<file path="config.mk">
export PLATFORM = sky130hd
export DESIGN_NAME = lds_spi_slave
export DESIGN_NICKNAME = d
export VERILOG_FILES = /design/src/lds_pkg.sv /design/src/lds_spi_slave.sv
export SDC_FILE = /design/constraint.sdc
export NUM_CORES = 1
export LEC_CHECK = 0
export BUFFER_PORTS_ARGS = -buffer_cell sky130_fd_sc_hd__buf_2
export CAP_MARGIN = 25
export CORE_AREA = 2 2 168 170
export DETAILED_ROUTE_END_ITERATION = 16
export DIE_AREA = 0 0 170 172
export PLACE_DENSITY = 0.53
export SYNTH_ARGS = -nofsm -noshare
export SYNTH_HDL_FRONTEND = slang
export SYNTH_SLANG_ARGS = --single-unit
</file>
<file path="constraint.sdc">
create_clock -name clk -period 5.8 [get_ports clk]
set_clock_uncertainty 0.15 [all_clocks]
set_input_delay 0.58 -clock clk [delete_from_list [all_inputs] [get_ports clk]]
set_output_delay 0.58 -clock clk [all_outputs]
set_load 0.02 [all_outputs]
</file>
<file path="src/lds_pkg.sv">
// Constants shared by the low-side diagnosis serial slave
package lds_pkg;
   // Clock rate and channel count
   localparam int CLK_MHZ = 25;
   localparam int NUM_CH  = 4;
   // Channel mode field codes
   localparam logic [1:0] MODE_IDLE   = 2'h0;
   localparam logic [1:0] MODE_DIRECT = 2'h1;
   localparam logic [1:0] MODE_ON     = 2'h2;
   localparam logic [1:0] MODE_OFF    = 2'h3;
   // Reset values of the serial-visible registers
   localparam logic [7:0] INPUT_RST = 8'h00;
   localparam logic [7:0] DIAG_RST  = 8'h00;
   // Field positions: mode of channel n at 2n+1:2n, flags likewise
   localparam int MODE_LSB_STEP = 2;
   localparam int OL_BIT_OFS    = 1;
   localparam int FLT_BIT_OFS   = 0;
   // Timing figures in microseconds and derived cycle counts
   localparam int OL_DELAY_US       = 30;
   localparam int OL_DELAY_MAX_US   = 200;
   localparam int OVL_DELAY_US      = 5;
   localparam int OVL_DELAY_MAX_US  = 60;
   localparam int OL_DELAY_CYC      = OL_DELAY_US * CLK_MHZ;
   localparam int OVL_DELAY_CYC     = OVL_DELAY_US * CLK_MHZ;
   localparam int TMR_W             = 13;
endpackage

</file>
<file path="src/lds_spi_slave.sv">
// Serial slave and per-channel diagnosis of a four-channel low-side driver
// Contract
// - Latch overload/overtemperature outcome per channel
// - Idle mode clears flags, disables pull-down
// - Flags stay latched until idle mode
// - Direct mode, input low: filtered open-load
// - Forced-off mode: filtered open-load detection
// - No open-load diagnosis while channel on
// - Overtemperature always checked, switches off, flags; in idle mode the code switches off but sets no flag
// - Persistent overload switches off, sets fault
// - Open-load filtered against short transients
// - Chip select high ignores clock, tristates
// - Sample on falling, shift out rising
// - Words travel most significant bit first
// - Select falling loads diagnosis into shifter
// - Before first rise, output error OR input
// - Any reset sets the transfer error flag
// - Commit only on nonzero multiple of eight
// - One bit per clock; chains clock N*8
// - Reset clears input and diagnosis registers
// - Input register and diagnosis register provided
// - Mode encoding idle, direct, on, off
// - Channel n mode at bits 2n+1:2n
// - Open-load odd bits, fault even bits
// - Overload-shut channel stays off until cleared
module lds_spi_slave (
   // Clock and reset
   input  wire logic                        clk,
   input  wire logic                        arst_n,
   // Serial pins
   input  wire logic                        cs_n,
   input  wire logic                        sclk,
   input  wire logic                        sdi,
   output logic                             sdo,
   output logic                             sdo_oe,
   // Channel pins and analog status
   input  wire logic [lds_pkg::NUM_CH-1:0]  chan_in,
   input  wire logic [lds_pkg::NUM_CH-1:0]  open_load_det,
   input  wire logic [lds_pkg::NUM_CH-1:0]  overload_det,
   input  wire logic [lds_pkg::NUM_CH-1:0]  overtemp_det,
   // Channel outputs
   output logic [lds_pkg::NUM_CH-1:0]       chan_on,
   output logic [lds_pkg::NUM_CH-1:0]       diag_pulldown_current,
   // Register views
   output logic [7:0]                       input_reg_q,
   output logic [7:0]                       diag_reg_q,
   output logic                             transfer_error_flag
);
   import lds_pkg::*;

   // Reset release through two flops
   logic       rst_s1_reg;
   logic       rst_n_reg;
   always_ff @(posedge clk or negedge arst_n) begin
      if (!arst_n) begin
         rst_s1_reg <= 1'b0;
         rst_n_reg  <= 1'b0;
      end else begin
         rst_s1_reg <= 1'b1;
         rst_n_reg  <= rst_s1_reg;
      end
   end

   // Pin synchronisers: first stage read only by second stage
   localparam int NSYNC = 3 + 3 * NUM_CH + NUM_CH;
   logic [NSYNC-1:0] pin_s1_reg;
   logic [NSYNC-1:0] pin_s2_reg;
   always_ff @(posedge clk or negedge rst_n_reg) begin
      if (!rst_n_reg) begin
         pin_s1_reg <= {{(NSYNC-3){1'b0}}, 3'h1};
         pin_s2_reg <= {{(NSYNC-3){1'b0}}, 3'h1};
      end else begin
         pin_s1_reg <= {chan_in, open_load_det, overload_det,
                        overtemp_det, sdi, sclk, cs_n};
         pin_s2_reg <= pin_s1_reg;
      end
   end
   logic              cs_n_s;        // Synced chip select
   logic              sclk_s;        // Synced serial clock
   logic              sdi_s;         // Synced data in
   logic [NUM_CH-1:0] ot_s;          // Synced overtemperature
   logic [NUM_CH-1:0] ovl_s;         // Synced overload
   logic [NUM_CH-1:0] ol_s;          // Synced open-load level
   logic [NUM_CH-1:0] in_s;          // Synced input pins
   assign {in_s, ol_s, ovl_s, ot_s, sdi_s, sclk_s, cs_n_s} = pin_s2_reg;

   // Edge history of synced serial signals
   logic cs_d_reg;
   logic sclk_d_reg;
   always_ff @(posedge clk or negedge rst_n_reg) begin
      if (!rst_n_reg) begin
         cs_d_reg   <= 1'b1;
         sclk_d_reg <= 1'b0;
      end else begin
         cs_d_reg   <= cs_n_s;
         sclk_d_reg <= sclk_s;
      end
   end
   logic cs_fall;                    // Access starts
   logic cs_rise;                    // Access ends
   logic sclk_fall;                  // Sample point
   logic sclk_rise;                  // Shift-out point
   assign cs_fall   = cs_d_reg & ~cs_n_s;
   assign cs_rise   = ~cs_d_reg & cs_n_s;
   // Clock edges only count while selected
   assign sclk_fall = ~cs_n_s & sclk_d_reg & ~sclk_s;
   assign sclk_rise = ~cs_n_s & ~sclk_d_reg & sclk_s;

   // Registers visible over the serial link
   logic [7:0]        shift_reg;     // Single shifter, one bit per clock
   logic [7:0]        in_reg;        // Mode word
   logic [NUM_CH-1:0] flt_reg;       // Latched fault flags
   logic [NUM_CH-1:0] ol_reg;        // Latched open-load flags
   logic [2:0]        bitcnt_reg;    // Clocks modulo eight
   logic              anyclk_reg;    // At least one clock seen
   logic              first_reg;     // No rising edge yet in access
   logic              ter_reg;       // Transfer error flag
   logic              sdo_reg;       // Data out bit
   logic              commit;        // Valid frame end

   // Mode field decode used per channel
   function automatic logic [1:0] mode_of(input logic [7:0] w,
                                          input int ch);
      mode_of = w[MODE_LSB_STEP*ch +: 2];
   endfunction

   // Diagnosis word: open-load odd, fault even
   logic [7:0] diag_word;
   always_comb begin
      diag_word = DIAG_RST;
      for (int i = 0; i < NUM_CH; i++) begin
         diag_word[2*i+OL_BIT_OFS]  = ol_reg[i];
         diag_word[2*i+FLT_BIT_OFS] = flt_reg[i];
      end
   end

   // Frame commits only on a nonzero multiple of eight
   assign commit = cs_rise & anyclk_reg & (bitcnt_reg == 3'h0);

   // Shifter: load diagnosis on select fall, LSB in at sample edge
   always_ff @(posedge clk or negedge rst_n_reg) begin
      if (!rst_n_reg) begin
         shift_reg <= DIAG_RST;
      end else if (cs_fall) begin
         shift_reg <= diag_word;
      end else if (sclk_fall) begin
         shift_reg <= {shift_reg[6:0], sdi_s};
      end
   end

   // Clock counter modulo eight plus nonzero marker
   always_ff @(posedge clk or negedge rst_n_reg) begin
      if (!rst_n_reg) begin
         bitcnt_reg <= 3'h0;
         anyclk_reg <= 1'b0;
      end else if (cs_fall) begin
         bitcnt_reg <= 3'h0;
         anyclk_reg <= 1'b0;
      end else if (sclk_fall) begin
         bitcnt_reg <= bitcnt_reg + 3'h1;
         anyclk_reg <= 1'b1;
      end
   end

   // Transfer error: set by reset, updated each finished access
   always_ff @(posedge clk or negedge rst_n_reg) begin
      if (!rst_n_reg) begin
         ter_reg <= 1'b1;
      end else if (cs_rise) begin
         ter_reg <= ~commit;
      end
   end

   // Input register updated only by a valid frame
   always_ff @(posedge clk or negedge rst_n_reg) begin
      if (!rst_n_reg) begin
         in_reg <= INPUT_RST;
      end else if (commit) begin
         in_reg <= shift_reg;
      end
   end

   // Data out: MSB on first rise onward; before it, error OR input
   always_ff @(posedge clk or negedge rst_n_reg) begin
      if (!rst_n_reg) begin
         first_reg <= 1'b1;
         sdo_reg   <= 1'b0;
      end else if (cs_n_s) begin
         // Rearmed while deselected, so the first window opens clean
         first_reg <= 1'b1;
         sdo_reg   <= 1'b0;
      end else if (sclk_rise) begin
         first_reg <= 1'b0;
         // Falling sample already moved next bit to MSB
         sdo_reg   <= shift_reg[7];
      end
   end
   // First window tracks input level live, so the chain sees errors
   assign sdo    = first_reg ? (ter_reg | sdi_s) : sdo_reg;
   assign sdo_oe = ~cs_n_s;

   // Per-channel protection and diagnosis
   for (genvar c = 0; c < NUM_CH; c++) begin : g_ch
      logic [1:0]       mode;
      logic             want_on;
      logic [TMR_W-1:0] ol_cnt_reg;   // Open-load filter timer
      logic [TMR_W-1:0] ovl_cnt_reg;  // Overload persistence timer
      logic             ol_diag;      // Off-state diagnosis allowed
      assign mode    = mode_of(in_reg, c);
      // Direct mode follows pin; forced on; else off
      assign want_on = (mode == MODE_ON) ||
                       (mode == MODE_DIRECT && in_s[c]);
      // Diagnosis only off-state in direct or forced-off
      assign ol_diag = (mode == MODE_OFF) ||
                       (mode == MODE_DIRECT && !in_s[c]);

      // Open-load filter: level must persist the full delay
      always_ff @(posedge clk or negedge rst_n_reg) begin
         if (!rst_n_reg) begin
            ol_cnt_reg <= '0;
         end else if (!ol_diag || !ol_s[c]) begin
            ol_cnt_reg <= '0;
         end else if (ol_cnt_reg != TMR_W'(OL_DELAY_CYC)) begin
            ol_cnt_reg <= ol_cnt_reg + 1'b1;
         end
      end

      // Overload timer runs only while on and overloaded
      always_ff @(posedge clk or negedge rst_n_reg) begin
         if (!rst_n_reg) begin
            ovl_cnt_reg <= '0;
         end else if (!chan_on[c] || !ovl_s[c]) begin
            ovl_cnt_reg <= '0;
         end else if (ovl_cnt_reg != TMR_W'(OVL_DELAY_CYC)) begin
            ovl_cnt_reg <= ovl_cnt_reg + 1'b1;
         end
      end

      // Latched flags; idle clears, else sticky
      always_ff @(posedge clk or negedge rst_n_reg) begin
         if (!rst_n_reg) begin
            flt_reg[c] <= 1'b0;
            ol_reg[c]  <= 1'b0;
         end else if (mode == MODE_IDLE) begin
            flt_reg[c] <= 1'b0;
            ol_reg[c]  <= 1'b0;
         end else begin
            if (ot_s[c] ||
                ovl_cnt_reg == TMR_W'(OVL_DELAY_CYC)) begin
               flt_reg[c] <= 1'b1;
            end
            if (ol_cnt_reg == TMR_W'(OL_DELAY_CYC)) begin
               ol_reg[c] <= 1'b1;
            end
         end
      end

      // Stage output: held off while fault latched or hot
      always_ff @(posedge clk or negedge rst_n_reg) begin
         if (!rst_n_reg) begin
            chan_on[c] <= 1'b0;
         end else begin
            chan_on[c] <= want_on && !flt_reg[c] && !ot_s[c] &&
                          ovl_cnt_reg != TMR_W'(OVL_DELAY_CYC);
         end
      end

      // Pull-down current off only in idle
      always_ff @(posedge clk or negedge rst_n_reg) begin
         if (!rst_n_reg) begin
            diag_pulldown_current[c] <= 1'b0;
         end else begin
            diag_pulldown_current[c] <= (mode != MODE_IDLE);
         end
      end
   end

   // Register views for observation
   assign input_reg_q         = in_reg;
   assign diag_reg_q          = diag_word;
   assign transfer_error_flag = ter_reg;
endmodule

</file>
---- Word-level counts from Yosys, hierarchy flattened ----
Index checks and enable logic that the tools add are counted.
cells by class
  add/subtract/negate cells ............... 9
  equal/unequal tests ..................... 28
  multiplexer cells ....................... 43
  bitwise gates (word level) .............. 14
  reduce and logical (&&, ||, !) cells .... 95
operators by type and width
  cell                                                                      count
  13-bit 2-to-1 mux                                                         16
  13-bit by 1-bit adder with 13-bit output (second input constant)          8
  13-bit by 10-bit equality test with 1-bit output (second input constant)  4
  13-bit by 7-bit equality test with 1-bit output (second input constant)   4
  13-bit by 10-bit != test with 1-bit output (second input constant)        4
  13-bit by 7-bit != test with 1-bit output (second input constant)         4
  2-bit nonzero test                                                        22
  1-bit zero test                                                           28
  1-bit 2-to-1 mux                                                          23
  1-bit logical AND                                                         20
  1-bit logical OR                                                          20
  2-bit equality test (second input constant)                               8
  8-bit 2-to-1 mux                                                          2
  1-bit bitwise AND                                                         8
  2-bit by 1-bit equality test with 1-bit output (second input constant)    4
  2-bit zero test                                                           4
  3-bit 2-to-1 mux                                                          2
  1-bit NOT                                                                 5
  3-bit by 1-bit adder with 3-bit output (second input constant)            1
  3-bit zero test                                                           1
  1-bit bitwise OR                                                          1
word-level totals
  flip-flop bits (word level) ............. 185
  input port bits ......................... 21
  output and inout port bits .............. 27
  word-level logic and storage cells ...... 226

---- Logic depth before layout (Yosys ltp) ----
  word-level depth ........................ 6
  mapped depth ............................ 7

---- Worst setup path before layout ----
No wires, ideal clock.
  kind .................................... reg-to-reg
  start point ............................. reg g_ch[0].ol_cnt_reg[0]
  end point ............................... reg g_ch[0].ol_cnt_reg[1]
  arrival time ............................ 1.731 ns
  required time ........................... 5.526 ns
  setup slack ............................. 3.794 ns
  stages on the path, launching flop included .. 7
  path buffers ............................ 0
  path through ............................ dfrtp_1 -> inv_1 -> ha_1 -> or4b_4 -> or4_4 -> nor2_1 -> a211oi_2
between the ends
  longest elaborated chain between the ends .. 3
ends and longest elaborated chain
  what                                      RTL line              text
  start: declaration                        lds_spi_slave.sv:206  logic [TMR_W-1:0] ol_cnt_reg;
  start signal: assignment                  lds_spi_slave.sv:224  ol_cnt_reg <= ol_cnt_reg + 1'b1;
  13-bit by 1-bit adder with 13-bit output  lds_spi_slave.sv:224
  13-bit 2-to-1 mux                         lds_spi_slave.sv:223  end else if (ol_cnt_reg != TMR_W'(OL_DELAY_CYC)) begin
  13-bit 2-to-1 mux                         lds_spi_slave.sv:221  end else if (!ol_diag || !ol_s[c]) begin
Parallel ways exist; a longest one is shown, timed or not. The select of a mux whose other input is x is not followed.
A chain may end at the register's enable or synchronous reset.

---- Final worst setup path ----
  start point ............................. reg g_ch[3].ovl_cnt_reg[1]
  end point ............................... reg g_ch[3].ovl_cnt_reg[5]
between the ends
  longest elaborated chain between the ends .. 3
ends and longest elaborated chain
  what                                      RTL line              text
  start: declaration                        lds_spi_slave.sv:207  logic [TMR_W-1:0] ovl_cnt_reg;
  start signal: assignment                  lds_spi_slave.sv:235  ovl_cnt_reg <= ovl_cnt_reg + 1'b1;
  13-bit by 1-bit adder with 13-bit output  lds_spi_slave.sv:235
  13-bit 2-to-1 mux                         lds_spi_slave.sv:234  end else if (ovl_cnt_reg != TMR_W'(OVL_DELAY_CYC)) begin
  13-bit 2-to-1 mux                         lds_spi_slave.sv:232  end else if (!chan_on[c] || !ovl_s[c]) begin
Parallel ways exist; a longest one is shown, timed or not. The select of a mux whose other input is x is not followed.

==> results by group <==
Logic synthesis
  • Cell Area, Synth: 8160 um2
  • Register bit total from synthesis: 185
  • Syn_nets: 797
  • Synth Warn #: 0
  • Top-count cell post-synth: dfrtp_1
  • Top post-synthesis cells by area: dfrtp_1 (55%), xnor2_1 (5.4%), nor2_1 (3.5%), nand2_1 (2.8%), ha_1 (2.8%)
  • Count of flip-flops with a built-in enable after synthesis: 0
  • FFs w/ async S/R, synth: 100%
  • Mapped Cells: 758
  • Post-synth cell types: 55
  • Sequential area share after synthesis: 56.8%
  • Top post-synthesis cells by count: dfrtp_1 (180), nor2_1 (76), nand2_1 (61)
  • Synth area leader: dfrtp_1
  • Main synth FF type: dfrtp_1
  • Top cell type's share of synthesized area: 55.2%
  • Synthesized area per cell: 10.8 um2

Clocking
  • Total CTS buffers: 17
  • TritonCTS clock tree: built
  • H-tree depth: 4
  • Longest Clk Path Bufs: 2
  • Cts-stage hold buffer count: 1
  • Clk root buf: clkbuf_16
  • Clk Latency, worst-skew pair: 0.42 ns
  • Clock transition at path regs: 0.07 ns
  • Clock Sinks: 185
  • Post-CTS setup buffer count: 0
  • Post-cts sizing count: 0

Die
  • Die width: 170 um
  • Initial Util: 29.7%
  • Core ar.: 27500 um2
  • Die area: 29200 um2
  • Rows: 61
  • Die height: 172 um
  • I/O Pins: 48

Route
  • Wire per inst: 13.4 um
  • Total Wirelength: 15800 um
  • DR iter-0 viols: 237
  • DRC: 0
  • Detailed-route via count: 5538
  • Vias/cell: 4.72
  • Detail Route Antenna Nets: 0
  • Pre-antenna DRT Iters: 4

Placement
  • Placed insts: 1139
  • I/O Buffers: 47
  • DP Area: 8810 um2
  • Final Wtd Congestion: 0.788
  • DP Wirelength: 10700 um

Status
  • Run status: finished, final reports clean

Cells and area
  • Share of cells above drive strength 1: 14.7%
  • Finished Cell Area: 9410 um2
  • N_diodes: 0
  • Final core occ: 34.3%
  • Fin nets: 854
  • Final non-filler cell total: 1174
  • P&R area growth vs syn: 15.4%

STA
  • Fin Setup TNS: 0 ns
  • Max Slew Vio Count: 0
  • Peak Freq: 457 MHz
  • Endpoints failing setup: 0
  • Tightest Pin Transition: 0.990 ns
  • Min Tclk post-route: 2.19 ns
  • Relative slew margins: 33.7%
  • Final period util: 37.7%
  • RSZ-0062 raised after global routing: no
  • Final Hold Fails: 0

Global route
  • First-pass GRT wire length: 27300 um
  • Initial antenna violation count: 0
  • All-Layer GR Usage: 11.6%
  • Pin count of the biggest net entering global routing: 152
  • Vias in the first global route: 5266
  • Gr ovfl total: 0

Worst setup path
  • Critical path class: register to register
  • CP max stage cell: nor4b_2
  • Kind of start point of the critical path: register
  • CP Max Fanout: 7
  • CP most frequent cell: nand3_1
  • CP Capture Type: register
  • CP peak stage delay: 0.47 ns
  • WP data arrival: 2.35 ns
  • CP Cell Sequence: inv_1, ha_1, nor4b_2, nand3_1, nand3_1, mux2_2
  • WP data required: 5.96 ns

Power and ir drop
  • Peak supply drop: 0.178 mV
  • P_leak: 3.83 nW
  • PwrDens: 278 nW/um2

Min path
  • Hold Crit Class: input port to register

Job
  • Max cap viols: 0
metal layers:
metal / up-vias / part of all wire [%] / track usage, % / routed length [um]
met5: - / 0 / 0 / 0
met4: 0 / 0.77 / 3.34 / 121
met3: 9 / 3.3 / 2.59 / 519
met2: 65 / 45 / 17.7 / 7120
met1: 2675 / 51 / 16.7 / 8020
li1: 2789 / - / - / -
layout make-up:
class	count	area (um2)
fillers	2779	18100
clock buffers	20	447
clock inverters	12	131
multi-input cells	524	3340
well taps	346	433
repair buffers	54	303
flip-flops and latches	185	4640
inverters	33	124
power breakdown:
part | internal [mW] | switching, mW | total [mW]
clock network | 0.617 | 0.516 | 1.13
registers | 1.33 | 0.0331 | 1.36
logic | 0.0431 | 0.0799 | 0.123
total | 1.99 | 0.629 | 2.62
per-stage QoR:
stage                     hold slack [ns]  setup WS [ns]  total power, mW
after floorplan                     0.134          0.122             1.46
after global placement              0.141           3.68             1.52
after detailed placement            0.145           3.66             1.52
after CTS                          0.0834           3.59             2.67
after global routing               0.0767           3.45             2.74
final                               0.107           3.61             2.62
worst max-delay path: cells and delay by family (launching register included):
family / cells / cell delay [ns]
adder cells (fa/ha/maj): 1 / 0.13
flip-flops: 1 / 0.43
buffers and inverters: 1 / 0.07
AND/OR/NAND/NOR: 3 / 0.96
multiplexers: 1 / 0.34
cell families after synthesis:
kind of cell,synth area share [%]
xor gates and xnor gates,6.23
other,0.0460
muxes,3.10
AOI/OAI and AO/OA,7.90
buffers and inverters,2.30
adders and majority gates,2.76
DFF,56.8
and+or+nand+nor,20.8
placed cells by master, fill, tap and decap left out, types with 3 or more instances in the layout:
cell type,synthesis,layout
nor3_1,24,24
a21oi_1,34,34
and4_1,7,7
nand2b_1,6,6
nor4_4,3,3
nor4_1,16,16
and3_1,10,10
a211oi_1,6,6
xor2_1,8,8
mux2_2,10,10
or2_2,8,8
inv_1,33,33
and2_1,3,3
nand4_1,25,25
nand3_1,33,33
inv_6,0,6
nor4b_1,4,4
or3_1,22,22
a31o_2,3,3
a31oi_1,7,7
xnor2_1,50,50
o21ai_0,34,34
nor2_1,76,76
clkbuf_16,0,17
o21a_1,5,5
ha_1,18,18
buf_2,3,47
dfstp_2,5,5
buf_4,0,5
o211ai_1,4,4
mux2i_1,14,14
dfrtp_1,180,179
nand2_1,61,61
final timing paths:
check | from | endpoint | slack (ns) | depth (start not counted)
setup / recovery | g_ch[3].ovl_cnt_reg[1]$_DFFE_PN0P_ | g_ch[3].ovl_cnt_reg[5]$_DFFE_PN0P_ | 3.61 | 6
max in group asynchronous | rst_n_reg$_DFF_PN0_ | g_ch[2].ol_cnt_reg[7]$_DFFE_PN0P_ | 4.24 | 1
min in group asynchronous | rst_n_reg$_DFF_PN0_ | pin_s1_reg[12]$_DFF_PN0_ | 0.12 | 0
hold reg to reg | rst_n_reg$_DFF_PN0_ | pin_s1_reg[12]$_DFF_PN0_ | 0.12 | 0
hold / removal | open_load_det[3] | pin_s1_reg[14]$_DFF_PN0_ | 0.11 | 1
setup reg to reg | g_ch[3].ovl_cnt_reg[1]$_DFFE_PN0P_ | g_ch[3].ovl_cnt_reg[5]$_DFFE_PN0P_ | 3.61 | 6
No activity file was read; power rests on OpenSTA's default activity.
